File: config.mk
export PLATFORM = sky130hd
export DESIGN_NAME = mpxfr_ctrl
export DESIGN_NICKNAME = d
export VERILOG_FILES = /design/src/rtl/mpxfr_fifo.v /design/src/rtl/mpxfr_ctrl.v
export VERILOG_INCLUDE_DIRS = /design/src /design/src/rtl
export SDC_FILE = /design/constraint.sdc
export NUM_CORES = 1
export LEC_CHECK = 0
export ABC_AREA = 1
export ABC_CLOCK_PERIOD_IN_PS = 3000
export BUFFER_PORTS_ARGS = -buffer_cell sky130_fd_sc_hd__buf_2
export CORE_ASPECT_RATIO = 0.75
export CORE_MARGIN = 1.5
export CORE_UTILIZATION = 52
export CTS_CLUSTER_DIAMETER = 40
export DETAILED_ROUTE_END_ITERATION = 8
export HOLD_SLACK_MARGIN = 0.02
export PLACE_DENSITY = 0.79
export SLEW_MARGIN = 25
export SYNTH_ARGS = -nofsm -noshare
export SYNTH_HDL_FRONTEND = slang
export SYNTH_SLANG_ARGS = --single-unit
File: constraint.sdc
create_clock -name CLK_SYS -period 3 [get_ports CLK_SYS]
set_clock_uncertainty 0.15 [all_clocks]
set_input_delay 0.75 -clock CLK_SYS [delete_from_list [all_inputs] [get_ports CLK_SYS]]
set_output_delay 0.75 -clock CLK_SYS [all_outputs]
set_load 0.02 [all_outputs]
File: src/rtl/mpxfr_map.vh
// Purpose: constants for the transfer-cycle controller of a dual-port video memory
// Assumes: 50 MHz system clock, all memory pins driven from flip-flops
// Notes:   times in ns, cycle counts derived from them
`ifndef MPXFR_MAP_VH
`define MPXFR_MAP_VH
`define MPXFR_CLK_NS        20
`define MPXFR_T_RAS_NS      80
`define MPXFR_T_CAS_NS      40
`define MPXFR_T_PRE_NS      60
`define MPXFR_T_TSD_NS      40
`define MPXFR_T_SRD_NS      40
`define MPXFR_T_STS_NS      40
`define MPXFR_CYC_RAS       ((`MPXFR_T_RAS_NS + `MPXFR_CLK_NS - 1) / `MPXFR_CLK_NS)
`define MPXFR_CYC_CAS       ((`MPXFR_T_CAS_NS + `MPXFR_CLK_NS - 1) / `MPXFR_CLK_NS)
`define MPXFR_CYC_PRE       ((`MPXFR_T_PRE_NS + `MPXFR_CLK_NS - 1) / `MPXFR_CLK_NS)
`define MPXFR_CYC_TSD       ((`MPXFR_T_TSD_NS + `MPXFR_CLK_NS - 1) / `MPXFR_CLK_NS)
`define MPXFR_CYC_SRD       ((`MPXFR_T_SRD_NS + `MPXFR_CLK_NS - 1) / `MPXFR_CLK_NS)
`define MPXFR_CYC_STS       ((`MPXFR_T_STS_NS + `MPXFR_CLK_NS - 1) / `MPXFR_CLK_NS)
// command codes on CMD_OP
`define MPXFR_OP_RT         2'h0
`define MPXFR_OP_WT         2'h1
`define MPXFR_OP_SRT        2'h2
`define MPXFR_OP_SWT        2'h3
`define MPXFR_ALL_MASKED    8'h00
`define MPXFR_SC_DIV        4'h3
`endif

File: src/rtl/mpxfr_fifo.v
// Purpose: synchronous FIFO for serial write data
// Assumes: single clock, synchronous active-high reset
// Notes:   read data come out of a register; depth a power of two
`timescale 1ns/1ns
`default_nettype none
module mpxfr_fifo #(
  parameter WIDTH = 8,
  parameter ADDR  = 4
) (
  input  wire             clk,
  input  wire             rst,
  input  wire             in_valid,
  output reg              in_ready,
  input  wire [WIDTH-1:0] in_data,
  output reg              out_valid,
  input  wire             out_ready,
  output reg  [WIDTH-1:0] out_data
);
  localparam DEPTH = 1 << ADDR;
  reg [WIDTH-1:0] mem [0:DEPTH-1];
  reg [ADDR:0]    wr_q;
  reg [ADDR:0]    rd_q;
  wire            empty;
  wire            push;
  wire            pop;
  wire [ADDR:0]   wr_nx;
  wire [ADDR:0]   rd_nx;
  assign empty    = (wr_q == rd_q);
  // ready is registered from the next pointers, so the port sees a flop
  assign push     = in_valid && in_ready;
  // output register refills when drained or empty
  assign pop      = !empty && (!out_valid || out_ready);
  assign wr_nx    = wr_q + {{ADDR{1'b0}}, push};
  assign rd_nx    = rd_q + {{ADDR{1'b0}}, pop};
  always @(posedge clk) begin
    if (push) begin
      mem[wr_q[ADDR-1:0]] <= in_data;
    end
  end
  always @(posedge clk) begin
    if (rst) begin
      wr_q      <= {(ADDR+1){1'b0}};
      rd_q      <= {(ADDR+1){1'b0}};
      in_ready  <= 1'b0;
      out_valid <= 1'b0;
      out_data  <= {WIDTH{1'b0}};
    end else begin
      wr_q     <= wr_nx;
      rd_q     <= rd_nx;
      in_ready <= !((wr_nx[ADDR-1:0] == rd_nx[ADDR-1:0]) && (wr_nx[ADDR] != rd_nx[ADDR]));
      if (pop) begin
        out_data  <= mem[rd_q[ADDR-1:0]];
        out_valid <= 1'b1;
      end else if (out_ready) begin
        out_valid <= 1'b0;
      end
    end
  end
endmodule
`default_nettype wire

File: src/rtl/mpxfr_ctrl.v
// Purpose: host-side controller issuing transfer cycles and serial writes to a video memory
// Assumes: 50 MHz CLK_SYS, synchronous active-high RESET, memory pins asynchronous
// Notes:   serial write data pass a 16-word FIFO; serial clock made by a divider enable
//
// Operation
// - controller may align output enable rise with serial clock fall.
// - after write transfer, read transfer keeps serial clock still for delay.
// - controller issues a full write transfer, masked with CMD_MASK, before shifting serial input.
// - between write transfers serial clock static until delay after row strobe rise.
// - controller performs a normal transfer before any split transfer.
// - controller never runs a transfer with column strobe held high.
// - controller issues split transfers without waiting out the half-switch window.
// - normal transfer after splits waits split setup after flag toggle.
// - avoid boundary changes while serial counter sits on boundary end address.
`timescale 1ns/1ns
`default_nettype none
`include "mpxfr_map.vh"
module mpxfr_ctrl #(
  parameter ROW_W  = 9,
  parameter COL_W  = 9,
  parameter FIFO_A = 4
) (
  input  wire             CLK_SYS,
  input  wire             RESET,
  input  wire             CMD_VALID,
  input  wire [1:0]       CMD_OP,
  input  wire [ROW_W-1:0] CMD_ROW,
  input  wire [COL_W-1:0] CMD_COL,
  input  wire [7:0]       CMD_MASK,
  output reg              CMD_READY,
  output reg              CMD_ERR,
  input  wire             WR_VALID,
  output wire             WR_READY,
  input  wire [7:0]       WR_DATA,
  output reg              SERIAL_IS_INPUT,
  output reg              row_strobe_n,
  output reg              column_strobe_n,
  output reg              transfer_output_enable_n,
  output reg              write_mask_enable_n,
  output reg              special_function_select,
  output reg  [8:0]       address,
  output reg  [7:0]       mask_data_lines,
  output reg              mask_data_oe,
  output reg              serial_shift_clock,
  output reg  [7:0]       serial_data_io_out,
  output reg              serial_data_io_oe,
  input  wire             active_half_flag
);
  localparam S_IDLE = 5'h01;
  localparam S_WAIT = 5'h02;
  localparam S_RAS  = 5'h04;
  localparam S_CAS  = 5'h08;
  localparam S_PRE  = 5'h10;

  // cycle counts cut to the counter width on purpose
  localparam integer RAS_I   = `MPXFR_CYC_RAS;
  localparam integer CAS_I   = `MPXFR_CYC_CAS;
  localparam integer END_I   = `MPXFR_CYC_CAS + `MPXFR_CYC_TSD;
  localparam integer PRE_I   = `MPXFR_CYC_PRE;
  localparam integer SRD_I   = `MPXFR_CYC_SRD;
  localparam integer STS_I   = `MPXFR_CYC_STS;
  localparam [3:0]   CYC_RAS = RAS_I[3:0];
  localparam [3:0]   CYC_ADR = CYC_RAS - 4'h1;
  localparam [3:0]   CYC_CAS = CAS_I[3:0];
  localparam [3:0]   CYC_END = END_I[3:0];
  localparam [3:0]   CYC_PRE = PRE_I[3:0];
  localparam [3:0]   CYC_SRD = SRD_I[3:0];
  localparam [3:0]   CYC_STS = STS_I[3:0];

  reg [4:0]       state_q;
  reg [3:0]       cnt_q;
  reg [1:0]       op_q;
  reg [ROW_W-1:0] row_q;
  reg [COL_W-1:0] col_q;
  reg [7:0]       mask_q;
  reg             normal_done_q;
  reg             last_wr_q;
  reg             qsf_s1_q;
  reg             qsf_s2_q;
  reg             qsf_s3_q;
  reg [3:0]       sts_q;
  reg [3:0]       div_q;
  reg             sc_en_q;
  wire            f_valid;
  wire            f_ready;
  wire [7:0]      f_data;
  wire            is_split;
  wire            cmd_bad;
  wire            qsf_edge;
  wire            shift_ok;

  assign is_split = CMD_OP[1];
  // split before any normal transfer is refused
  // normal first
  assign cmd_bad  = is_split && !normal_done_q;
  assign qsf_edge = qsf_s2_q ^ qsf_s3_q;
  // serial clock runs only in input mode while idle, so transfers see it static
  // clock static in cycle
  assign shift_ok = SERIAL_IS_INPUT && (state_q == S_IDLE) && !CMD_VALID;
  assign f_ready  = shift_ok && sc_en_q && !serial_shift_clock;

  mpxfr_fifo #(
    .WIDTH(8),
    .ADDR (FIFO_A)
  ) u_fifo (
    .clk      (CLK_SYS),
    .rst      (RESET),
    .in_valid (WR_VALID),
    .in_ready (WR_READY),
    .in_data  (WR_DATA),
    .out_valid(f_valid),
    .out_ready(f_ready),
    .out_data (f_data)
  );

  always @(posedge CLK_SYS) begin
    if (RESET) begin
      qsf_s1_q <= 1'b0;
      qsf_s2_q <= 1'b0;
      qsf_s3_q <= 1'b0;
      sts_q    <= 4'h0;
      div_q    <= 4'h0;
      sc_en_q  <= 1'b0;
    end else begin
      qsf_s1_q <= active_half_flag;
      qsf_s2_q <= qsf_s1_q;
      qsf_s3_q <= qsf_s2_q;
      if (qsf_edge) begin
        sts_q <= CYC_STS;
      end else if (sts_q != 4'h0) begin
        sts_q <= sts_q - 4'h1;
      end
      sc_en_q <= (div_q == `MPXFR_SC_DIV);
      div_q   <= (div_q == `MPXFR_SC_DIV) ? 4'h0 : div_q + 4'h1;
    end
  end

  always @(posedge CLK_SYS) begin
    if (RESET) begin
      state_q                  <= S_IDLE;
      cnt_q                    <= 4'h0;
      op_q                     <= `MPXFR_OP_RT;
      row_q                    <= {ROW_W{1'b0}};
      col_q                    <= {COL_W{1'b0}};
      mask_q                   <= 8'h00;
      normal_done_q            <= 1'b0;
      last_wr_q                <= 1'b0;
      CMD_READY                <= 1'b0;
      CMD_ERR                  <= 1'b0;
      SERIAL_IS_INPUT          <= 1'b0;
      row_strobe_n             <= 1'b1;
      column_strobe_n          <= 1'b1;
      transfer_output_enable_n <= 1'b1;
      write_mask_enable_n      <= 1'b1;
      special_function_select  <= 1'b0;
      address                  <= 9'h000;
      mask_data_lines          <= 8'h00;
      mask_data_oe             <= 1'b0;
      serial_shift_clock       <= 1'b0;
      serial_data_io_out       <= 8'h00;
      serial_data_io_oe        <= 1'b0;
    end else begin
      CMD_ERR   <= 1'b0;
      CMD_READY <= 1'b0;
      // serial write shifting: data load on the same edge the clock rises, rise latches it
      if (sc_en_q) begin
        if (f_ready && f_valid) begin
          serial_data_io_out <= f_data;
          serial_shift_clock <= 1'b1;
        end else begin
          serial_shift_clock <= 1'b0;
        end
      end
      // drive serial lines only while idle in input mode: a read transfer
      // turns the port to output at row fall and must never meet our driver
      serial_data_io_oe <= shift_ok;
      case (state_q)
        // boundaries never touched
        // only transfer cycles are issued, so no stop-register set ever runs
        S_IDLE: begin
          if (CMD_VALID) begin
            if (cmd_bad) begin
              CMD_ERR   <= 1'b1;
              CMD_READY <= 1'b1;
            end else begin
              op_q   <= CMD_OP;
              row_q  <= CMD_ROW;
              col_q  <= CMD_COL;
              mask_q <= CMD_MASK;
              cnt_q  <= 4'h0;
              state_q <= S_WAIT;
            end
          end
        end
        S_WAIT: begin
          // hold off until serial clock low and, for a normal transfer, setup met
          // split window
          if (!serial_shift_clock && (op_q[1] || sts_q == 4'h0) &&
              (cnt_q >= CYC_SRD || !last_wr_q)) begin
            transfer_output_enable_n <= 1'b0;
            write_mask_enable_n      <= ~op_q[0];
            special_function_select  <= op_q[1];
            address                  <= row_q;
            mask_data_lines          <= op_q[0] ? mask_q : `MPXFR_ALL_MASKED;
            mask_data_oe             <= op_q[0];
            serial_data_io_oe        <= 1'b0;
            state_q                  <= S_RAS;
            cnt_q                    <= 4'h0;
          end else if (cnt_q != 4'hF) begin
            cnt_q <= cnt_q + 4'h1;
          end
        end
        S_RAS: begin
          row_strobe_n <= 1'b0;
          cnt_q        <= cnt_q + 4'h1;
          // column address settles a cycle before the column strobe falls
          if (cnt_q == CYC_ADR) begin
            address <= col_q;
          end
          if (cnt_q == CYC_RAS) begin
            column_strobe_n <= 1'b0;
            mask_data_oe    <= 1'b0;
            cnt_q           <= 4'h0;
            state_q         <= S_CAS;
          end
        end
        S_CAS: begin
          cnt_q <= cnt_q + 4'h1;
          if (cnt_q == CYC_CAS) begin
            // output enable rises before strobes, clock held off
            // no real-time read
            // the serial clock is held low here, so no tight alignment is needed
            transfer_output_enable_n <= 1'b1;
          end
          if (cnt_q == CYC_END) begin
            row_strobe_n        <= 1'b1;
            column_strobe_n     <= 1'b1;
            write_mask_enable_n <= 1'b1;
            cnt_q               <= 4'h0;
            state_q             <= S_PRE;
          end
        end
        S_PRE: begin
          cnt_q <= cnt_q + 4'h1;
          if (cnt_q == CYC_PRE) begin
            if (!op_q[1]) begin
              SERIAL_IS_INPUT <= op_q[0];
              normal_done_q   <= 1'b1;
            end
            last_wr_q <= op_q[0];
            CMD_READY <= 1'b1;
            state_q   <= S_IDLE;
          end
        end
        default: begin
          state_q <= S_IDLE;
        end
      endcase
    end
  end
endmodule
`default_nettype wire

==> out/results.ini, run 1 <==
[route]
drcViolationCount=0
drtPass1Iterations=5
detail-route-antenna-nets=0
route.met3.wl_um=1640
wl_met1_um=10100
viasPerCell=5.24
wl_met2_um=9670
drt_iter0_drc=871
topRoutingLayerUsed=met4
num_vias=7480
routedWlPerCell_um=15.3
wl_um=21900

[critical_path]
slowest_delay_ps=340
critical_path_arrival_ps=2660
cp_cell_sequence=nor2_4, nand2_1, nor2_2, nand4_1, nand2_1, nand2_2, inv_1, ha_1, ha_1, xnor2_1, xor2_1, nor2_1, o21ai_0, nor2_1, nor2_1
cp_max_fo=4
r2r_cells=15
worst_setup_path_start_kind=flop
cp_common_cell=nor2_1
worstReg2RegEnd=u_fifo.in_ready$_SDFF_PP0_
reg2reg_setup_slack_ps=620
endpoint_kind=flop
critical_path_class=reg -> reg
r2r-start=state_q[2]$_SDFFE_PP0P_
slowest_stage=dfxtp_1
worstPathRequired_ps=3280

[power]
powerDensity_nw_per_um2=789
vdd_drop_max_v=0.000403
p_leak_nw=4.67

[timing]
max_freq_mhz=419
hold_viol=0
rsz0062_at_grt=false
drv_slew=0
finalHoldWorstSlack_ps=265
tns_ps=0
timing.slew.headroom_pct=42.4
finalCriticalPeriod_ps=2380
report.final.setup_viol=0
worst_slack_ps=616
min_period_over_period_pct=79.5
tightest_slew_ps=863

[clocking]
ctsHoldBuffers=0
cts-root-buf=clkbuf_16
clk_pin_slew_ps=60
post_cts_resized=0
clkSinkCount=235
cts_tree=yes
insertion_delay_ps=550
h-tree-depth=1
clk_path_buf_depth=3
postCtsSetupBuffers=0
cts_made_buffers=30

[synth]
synth_cell_types=38
seq_area_frac_synth_pct=61.3
yosys.area.top_type=edfxtp_1
ys_ff_latch=235
yosysTopAreaCellShare_pct=39.3
synth.top_cells.by_area=edfxtp_1 (39%), dfxtp_1 (22%), nor2_1 (11%)
synth_nets=1117
syn_avg_cell_area_um2=9.15
yosysWarnings=0
syn_inst=1068
synthesis.area_um2=9770

[floorplan]
dieWidth_um=161
start_util_pct=53.0
die_h_um=122
io_pins=78
num_rows=43
dieArea_um2=19600
core_um2=18500

[global_routing]
grt_pass1_vias=6889
grt_antenna_before_repair=0
grt_usage_pct=22.2
grt_pass1_wl_um=34400
gr-total-overflow=0
grt_max_degree=66

[flow_run]
cap_viol_max_count=0

[layout]
layout_commonest_cell=nor2_1
fin_area_um2=11500
final_cell_mix=nor2_1 (275), nand2_1 (158), edfxtp_1 (128), o21ai_0 (118), dfxtp_1 (106)
drive_gt1_share_pct=15.6
nNetsFinal=1206
areaGrowthSynthToFinish_pct=17.6
n_antenna_cell=0

[place]
portBuffers=77
globalplace.congestion=0.903
place_ws_ps=329
post-dp-hpwl_um=14100
place_area_um2=10400

[worst_hold_path]
hold_start=active_half_flag
holdPathStages=3
hp-class=in -> reg
min_to=qsf_s1_q$_SDFF_PP0_

[run_status]
outcome=finished clean

## worst max-delay path: cells and delay by family (launching register included)
family                     cells  cell delay (ps)
AOI/OAI and AO/OA              1               80
buffers and inverters          1               70
adders and majority gates      2              360
xor gates and xnor gates       2              300
and+or+nand+nor                9              980
DFF                            1              340
## state kept, by name, indices dropped and copies added (netlist names), 5 cells and up
name                count
state_q                 5
address                 9
row_q                   9
u_fifo.rd_q             5
u_fifo.out_data         8
mask_q                  8
u_fifo.wr_q             5
u_fifo.mem            128
col_q                   9
mask_data_lines         8
serial_data_io_out      8
## how the worst max path moves through the flow
stage,startpoint,to,slack (ps),depth (start not counted)
after floorplan,CMD_VALID,u_fifo.in_ready$_SDFF_PP0_,500,14
after global placement,CMD_VALID,u_fifo.in_ready$_SDFF_PP0_,410,14
after detailed placement,CMD_VALID,u_fifo.in_ready$_SDFF_PP0_,330,14
after CTS,state_q[2]$_SDFFE_PP0P_,u_fifo.in_ready$_SDFF_PP0_,620,15
after global routing,state_q[2]$_SDFFE_PP0P_,u_fifo.in_ready$_SDFF_PP0_,350,15
final,state_q[2]$_SDFFE_PP0P_,u_fifo.in_ready$_SDFF_PP0_,620,15
## power breakdown
group	total, W	leakage, nW	internal [W]	switching, W
Sequential	0.00373	2.03	0.00359	0.000134
Clock	0.00372	0.529	0.00237	0.00135
Combinational	0.00163	2.12	0.000503	0.00112
## per-layer routing
metal  track usage (%)  vias up
met5                 0        -
met4              5.84        0
met3              3.78       45
met2              34.4      307
met1              32.5     3450
li1                  -     3678
## kinds of logic (layout without fill, tap and decap cells)
| logic type | count (synthesis) | count (layout) | synth area share [%] |
|---|---|---|---|
| simple gates | 508 | 508 | 21.6 |
| xor+xnor | 12 | 12 | 1.08 |
| compound gates | 170 | 170 | 9.07 |
| buf+inv | 135 | 248 | 6.01 |
| fa+ha+maj | 8 | 8 | 1.02 |
| flops | 235 | 235 | 61.3 |
## cell type report
type                            count  area (um^2)
Sequential cell                   235         5990
Clock inverter                     15          189
Multi-Input combinational cell    698         3200
Timing Repair Buffer              102          573
Fill cell                        1459         6960
Clock buffer                       41          896
Tap cell                          247          309
Inverter                           90          340
## cell usage after synthesis, drive strengths merged
cell type / count
ha: 8
xnor2: 4
inv: 89
o211ai: 8
o2111ai: 1
o21ai: 121
nand3b: 1
dfxtp: 107
a21oi: 37
nor2: 282
a211oi: 1
a31oi: 1
nor3: 2
xor2: 8
nor4: 1
buf: 24
nand3: 49
clkbuf: 21
nand2: 163
o311ai: 1
edfxtp: 128
clkinv: 1
or2: 4
nand4: 6
## metrics by stage
stage	utilization, %	instances	total power, W
finish	62.3	1428	0.00907
global route	62.3	1428	0.00951
CTS	62.3	1428	0.00910
detailed placement	56.4	1372	0.00537
global placement	56.4	1372	0.00533
floorplan	-	1068	0.00497
(Power assumes the default switching activity.)
==> run 2: changes to the inputs <==
- ABC_CLOCK_PERIOD_IN_PS: 3000 -> 1950
- PLACE_DENSITY: 0.79 -> 0.81
- clock period: 3 -> 1.95 ns (I/O delays scaled with it)
==> run 2 against run 1 <==
Effect of this change:
- via count is 4.7% higher
- critical path depth fell by 1
- count of clock-buffer cells in the layout is 10 lower
- critical path type unchanged
- the flow now finishes with violations (setup timing)
- wire length increased by 2.2%
- total power increased by 50%
- setup slack got worse by 740 ps
- combinational power rose by 83%
- final cell count grew 3.6%
- hold slack worse by 210 ps
- global-route usage up 0.38 points
- sequential share of layout area fell by 1.8 points
- die area stayed put
==> out/results.ini, run 2 (same netlist as run 1, synthesis figures left out) <==
[critical_path]
endpoint_kind=flop
r2r_cells=14
cp_max_fo=2
r2r-start=u_fifo.wr_q[1]$_SDFF_PP0_
cp_cell_sequence=xor2_1, a21oi_2, nand3_1, nand2_2, inv_4, ha_4, ha_4, inv_1, nand2_1, nand4_1, nor2_1, o21ai_1, nor2_1, nor2_1
critical_path_class=reg -> reg
slowest_delay_ps=330
worst_setup_path_start_kind=flop
critPathLaunch=u_fifo.wr_q[1]$_SDFF_PP0_
crit_end=u_fifo.in_ready$_SDFF_PP0_
worstPathRequired_ps=2220
slowest_stage=dfxtp_2
reg2reg_setup_slack_ps=-120
cp_common_cell=nor2_1
critical_path_arrival_ps=2340
worstReg2RegEnd=u_fifo.in_ready$_SDFF_PP0_

[place]
place_ws_ps=-291
globalplace.congestion=0.899
post-dp-hpwl_um=14600
portBuffers=77

[power]
p_leak_nw=4.88
powerDensity_nw_per_um2=1140
vdd_drop_max_v=0.000697

[layout]
n_antenna_cell=0
areaGrowthSynthToFinish_pct=21.9
final_cell_mix=nor2_1 (273), nand2_1 (155), edfxtp_1 (128), o21ai_0 (114), dfxtp_1 (100)
nNetsFinal=1261
drive_gt1_share_pct=20.8
multi_input_area_um2=3290
largest_register_ffs=128
fillCellCount=1358
layout_commonest_cell=nor2_1
seq_area_um2=5990

[global_routing]
grt_pass1_vias=7036
grt_antenna_before_repair=0
gr-total-overflow=0
grt_pass1_wl_um=35000
grt_max_degree=65
grt_usage_pct=22.6

[worst_hold_path]
holdPathStages=3
hold_start=CMD_ROW[4]
hp-class=in -> reg

[run_status]
violations=setup timing
outcome=finished, violations left

[route]
detail-route-antenna-nets=0
wl_um=22400
routedWlPerCell_um=15.1
num_vias=7835
drt_iter0_drc=909
viasPerCell=5.29
drtPass1Iterations=6
drcViolationCount=0

[clocking]
h-tree-depth=1
insertion_delay_ps=530
cts-root-buf=clkbuf_16
cts_made_buffers=27
clk_path_buf_depth=3
clk_pin_slew_ps=60
clkSinkCount=235
cts_tree=yes

[floorplan]
start_util_pct=53.0
die_h_um=122
core_um2=18500
num_rows=43
dieWidth_um=161
dieArea_um2=19600
io_pins=78

[timing]
min_period_over_period_pct=106
worst_slack_ps=-122
rsz0062_at_grt=true
drv_slew=0
tightest_slew_ps=487
hold_viol=0
report.final.setup_viol=1
timing.slew.headroom_pct=67.2
max_freq_mhz=483
tns_ps=-122
finalCriticalPeriod_ps=2070

[flow_run]
cap_viol_max_count=0

==> run 2: cell count changes in the layout (fill, tap and decap cells not counted), moves of 5 or more <==
cell,change
buf_4,+49
clkbuf_16,-6
dfxtp_1,-6
dfxtp_2,+6
inv_6,+5
==> run 2: how the worst min path moves through the flow <==
stage / endpoint / slack [ps]
after floorplan: qsf_s2_q$_SDFF_PP0_ / 240
after global placement: qsf_s2_q$_SDFF_PP0_ / 250
after detailed placement: qsf_s2_q$_SDFF_PP0_ / 250
after CTS: row_q[4]$_SDFFE_PP0P_ / 40
after global routing: row_q[0]$_SDFFE_PP0P_ / 60
final: row_q[4]$_SDFFE_PP0P_ / 50
==> run 2: report_power, final <==
group | switching, W | internal, W | total, W
combinational | 0.00187 | 0.00110 | 0.00298
sequential | 0.000176 | 0.00553 | 0.00570
clock | 0.00203 | 0.00286 | 0.00490
==> run 2: area by class of cell <==
cell class	instances	share of cell area, %
multi-input cells	698	27.6
clock inverters	19	1.61
repair buffers	160	9.13
flip-flops and latches	235	50.3
well taps	247	2.59
inverters	90	2.91
clock buffers	31	5.80
==> run 2: per-layer routing <==
metal | up-vias | share of wire, % | global-route usage [%] | wire, um
li1 | 3796 | - | - | -
met1 | 3638 | 45 | 32.6 | 10100
met2 | 341 | 44 | 35.0 | 9930
met3 | 60 | 7.6 | 3.95 | 1710
met4 | 0 | 2.8 | 7.06 | 631
met5 | - | 0 | 0 | 0
==> run 2: repair_timing <==
action                                  CTS  global route
endpoints found under the setup margin   18            31
endpoints found under the hold margin     1             0
pin swaps                                 4             2
resized for setup                        10            21
setup buffers                             0             3
hold buffers                              1             0
==> run 2: critical path: cells and delay by family, from the launching register on <==
| family | cells | cell delay [ps] |
|---|---|---|
| buffers and inverters | 2 | 90 |
| flip-flops | 1 | 330 |
| AO/OA/AOI/OAI | 2 | 210 |
| AND/OR/NAND/NOR | 7 | 590 |
| adder cells (fa/ha/maj) | 2 | 420 |
| XOR/XNOR | 1 | 160 |
==> run 2: through the flow <==
step	hold WS (ps)	utilization (%)	cell area, um^2	power, W	cells
floorplan	238	-	9830	0.00771	1068
global placement	247	59.1	10900	0.00850	1426
detailed placement	251	59.1	10900	0.00858	1426
CTS	40.1	64.1	11800	0.0135	1477
global route	57.3	64.6	11900	0.0142	1480
finish	51.2	64.6	11900	0.0136	1480
==> run 3: changes to the inputs <==
- ABC_AREA: 1 -> default
- CTS_CLUSTER_SIZE: default -> 12
- PLACE_DENSITY: 0.81 -> 0.82
==> run 3 against run 2 <==
Effect of this change:
- the flow still finishes with violations (setup timing)
- final cell count fell by 24%
- area after synthesis fell by 5.7%
- wire length rose by 29%
- global-route usage rose by 5.6 points
- sequential share of layout area fell by 1.3 points
- hold slack got worse by 33 ps
- flip-flop and latch count did not move
- core utilization rose by 7.1 points
- total power fell by 6.0%
- design area rose by 2.8%
- register-to-register slack got worse by 580 ps
==> out/results.ini, run 3 <==
[synth]
synth_nets=731
yosys.area.top_type=edfxtp_1
seq_area_frac_synth_pct=65.0
synth_cell_types=53
synth_top_flop_cell=edfxtp_1
syn_inst=682
synth.top_cells.by_area=edfxtp_1 (42%), dfxtp_1 (23%), mux4_2 (9.8%)
async_reset_ff_share_pct=0
ys_ff_latch=235
synthesis.area_um2=9210
yosysTopAreaCellShare_pct=41.7
ys_top_cells_by_count=edfxtp_1 (128), dfxtp_1 (107), nand2_1 (84)
syn_avg_cell_area_um2=13.5
synth_most_common_cell=edfxtp_1
yosysWarnings=0
synth_enable_flop_cells=128

[route]
drcViolationCount=0
drt_iter0_drc=996
wl_um=29000
detail-route-antenna-nets=0
num_vias=7063
viasPerCell=6.31
drtPass1Iterations=6
routedWlPerCell_um=25.9

[layout]
fin_util_pct=71.7
layout_commonest_cell=edfxtp_1
areaGrowthSynthToFinish_pct=33.0
finalNonFillerCells=1120
drive_gt1_share_pct=42.1
largest_register_ffs=128
n_antenna_cell=0
final_cell_mix=edfxtp_1 (128), dfxtp_1 (100), buf_4 (80), nand2_1 (78), buf_2 (76)
nNetsFinal=909

[critical_path]
critical_path_class=reg -> reg
endpoint_kind=flop
critical_path_arrival_ps=2860
cp_max_fo=2
worstPathRequired_ps=2160
worst_setup_path_start_kind=flop

[run_status]
violations=setup timing
outcome=finished, violations left

[timing]
finalHoldWorstSlack_ps=18.7
tightest_slew_ps=1030
drv_slew=0
min_period_over_period_pct=136
tns_ps=-17020
max_freq_mhz=377
report.final.setup_viol=92
hold_viol=0
timing.slew.headroom_pct=31.3
finalCriticalPeriod_ps=2650
worst_slack_ps=-700
rsz0062_at_grt=true

[place]
post-dp-hpwl_um=14000
globalplace.congestion=0.806
dp_cells=1030
portBuffers=77

[clocking]
h-tree-depth=1
cts_made_buffers=30
ctsHoldBuffers=0
clkSinkCount=235
clk_path_buf_depth=3
cts-root-buf=clkbuf_16
clk_pin_slew_ps=60
cts_tree=yes
insertion_delay_ps=560

[power]
finalPower_w=0.0128
powerDensity_nw_per_um2=1040
vdd_drop_max_v=0.000793
p_leak_nw=4.57

[global_routing]
grt_pass1_vias=6804
grt_pass1_wl_um=39200
grt_usage_pct=28.1
gr-total-overflow=0
grt_max_degree=45
grt_antenna_before_repair=0

[floorplan]
num_rows=41
core_um2=17100
io_pins=78
dieWidth_um=157
start_util_pct=53.9
dieArea_um2=18500
die_h_um=118

[flow_run]
cap_viol_max_count=0

[worst_hold_path]
hp-class=in -> reg

## run 3: cell count changes in the layout (fill, tap and decap cells not counted), moves of 12 or more
cell,change
buf_12,+12
inv_1,-72
mux2i_1,+25
mux4_2,+40
nand2_1,-77
nand3_1,-35
nor2_1,-224
o21ai_0,-111
## run 3: where the power goes
part / internal, W / switching (W) / total (W)
sequential: 0.00537 / 0.000124 / 0.00549
combinational: 0.000943 / 0.000940 / 0.00188
clock: 0.00315 / 0.00224 / 0.00538
total: 0.00946 / 0.00330 / 0.0128
## run 3: per-stage QoR
| stage | cell area, um^2 | setup WS (ps) |
|---|---|---|
| after floorplan | 9400 | -481 |
| after global placement | 10500 | -365 |
| after detailed placement | 10500 | -512 |
| after CTS | 11900 | -373 |
| after global routing | 12200 | -724 |
| final | 12200 | -700 |
## run 3: worst paths after layout
check / start / endpoint / slack [ps] / cells after the start
min: active_half_flag / qsf_s1_q$_SDFF_PP0_ / 20 / 2
min reg2reg: qsf_s1_q$_SDFF_PP0_ / qsf_s2_q$_SDFF_PP0_ / 290 / 1
max reg2reg: u_fifo.wr_q[2]$_SDFF_PP0_ / u_fifo.in_ready$_SDFF_PP0_ / -700 / 11
max: u_fifo.wr_q[2]$_SDFF_PP0_ / u_fifo.in_ready$_SDFF_PP0_ / -700 / 11
## run 3: what timing repair did
action	4_1_cts	5_1_grt
pin swaps	29	25
setup endpoints to repair	65	94
gates cloned	4	1
setup buffers	18	17
resized for setup	47	68
## run 3: worst max-delay path, stage by stage (launching register included)
cell	delay (ps)
dfxtp_1	330
xnor2_1	240
nand3_1	160
nor3_2	180
a21o_1	150
inv_2	50
ha_4	170
ha_4	180
buf_4	140
xnor2_2	160
xnor2_1	310
a41oi_2	240
## run 3: cell type report
| class | count | area (um^2) |
|---|---|---|
| Sequential cell | 235 | 6000 |
| Fill cell | 944 | 4830 |
| Multi-Input combinational cell | 399 | 3480 |
| Timing Repair Buffer | 186 | 1480 |
| Clock buffer | 40 | 822 |
| Tap cell | 236 | 295 |
| Clock inverter | 16 | 148 |
| Inverter | 8 | 30.0 |
## run 3: metal layers
layer / part of all wire [%] / wire (um) / vias to the layer above / track usage, %
li1: - / - / 2856 / -
met1: 36 / 10500 / 3489 / 37.6
met2: 49 / 14200 / 573 / 47.0
met3: 10 / 2970 / 145 / 4.91
met4: 4.5 / 1300 / 0 / 9.05
met5: 0 / 0 / - / 0
## run 3: logic make-up after synthesis
| logic type | share of synthesized area [%] |
|---|---|
| flops | 65.0 |
| fa+ha+maj | 1.09 |
| mux | 12.7 |
| buf+inv | 2.19 |
| compound gates | 5.47 |
| simple gates | 11.6 |
| xor+xnor | 1.90 |
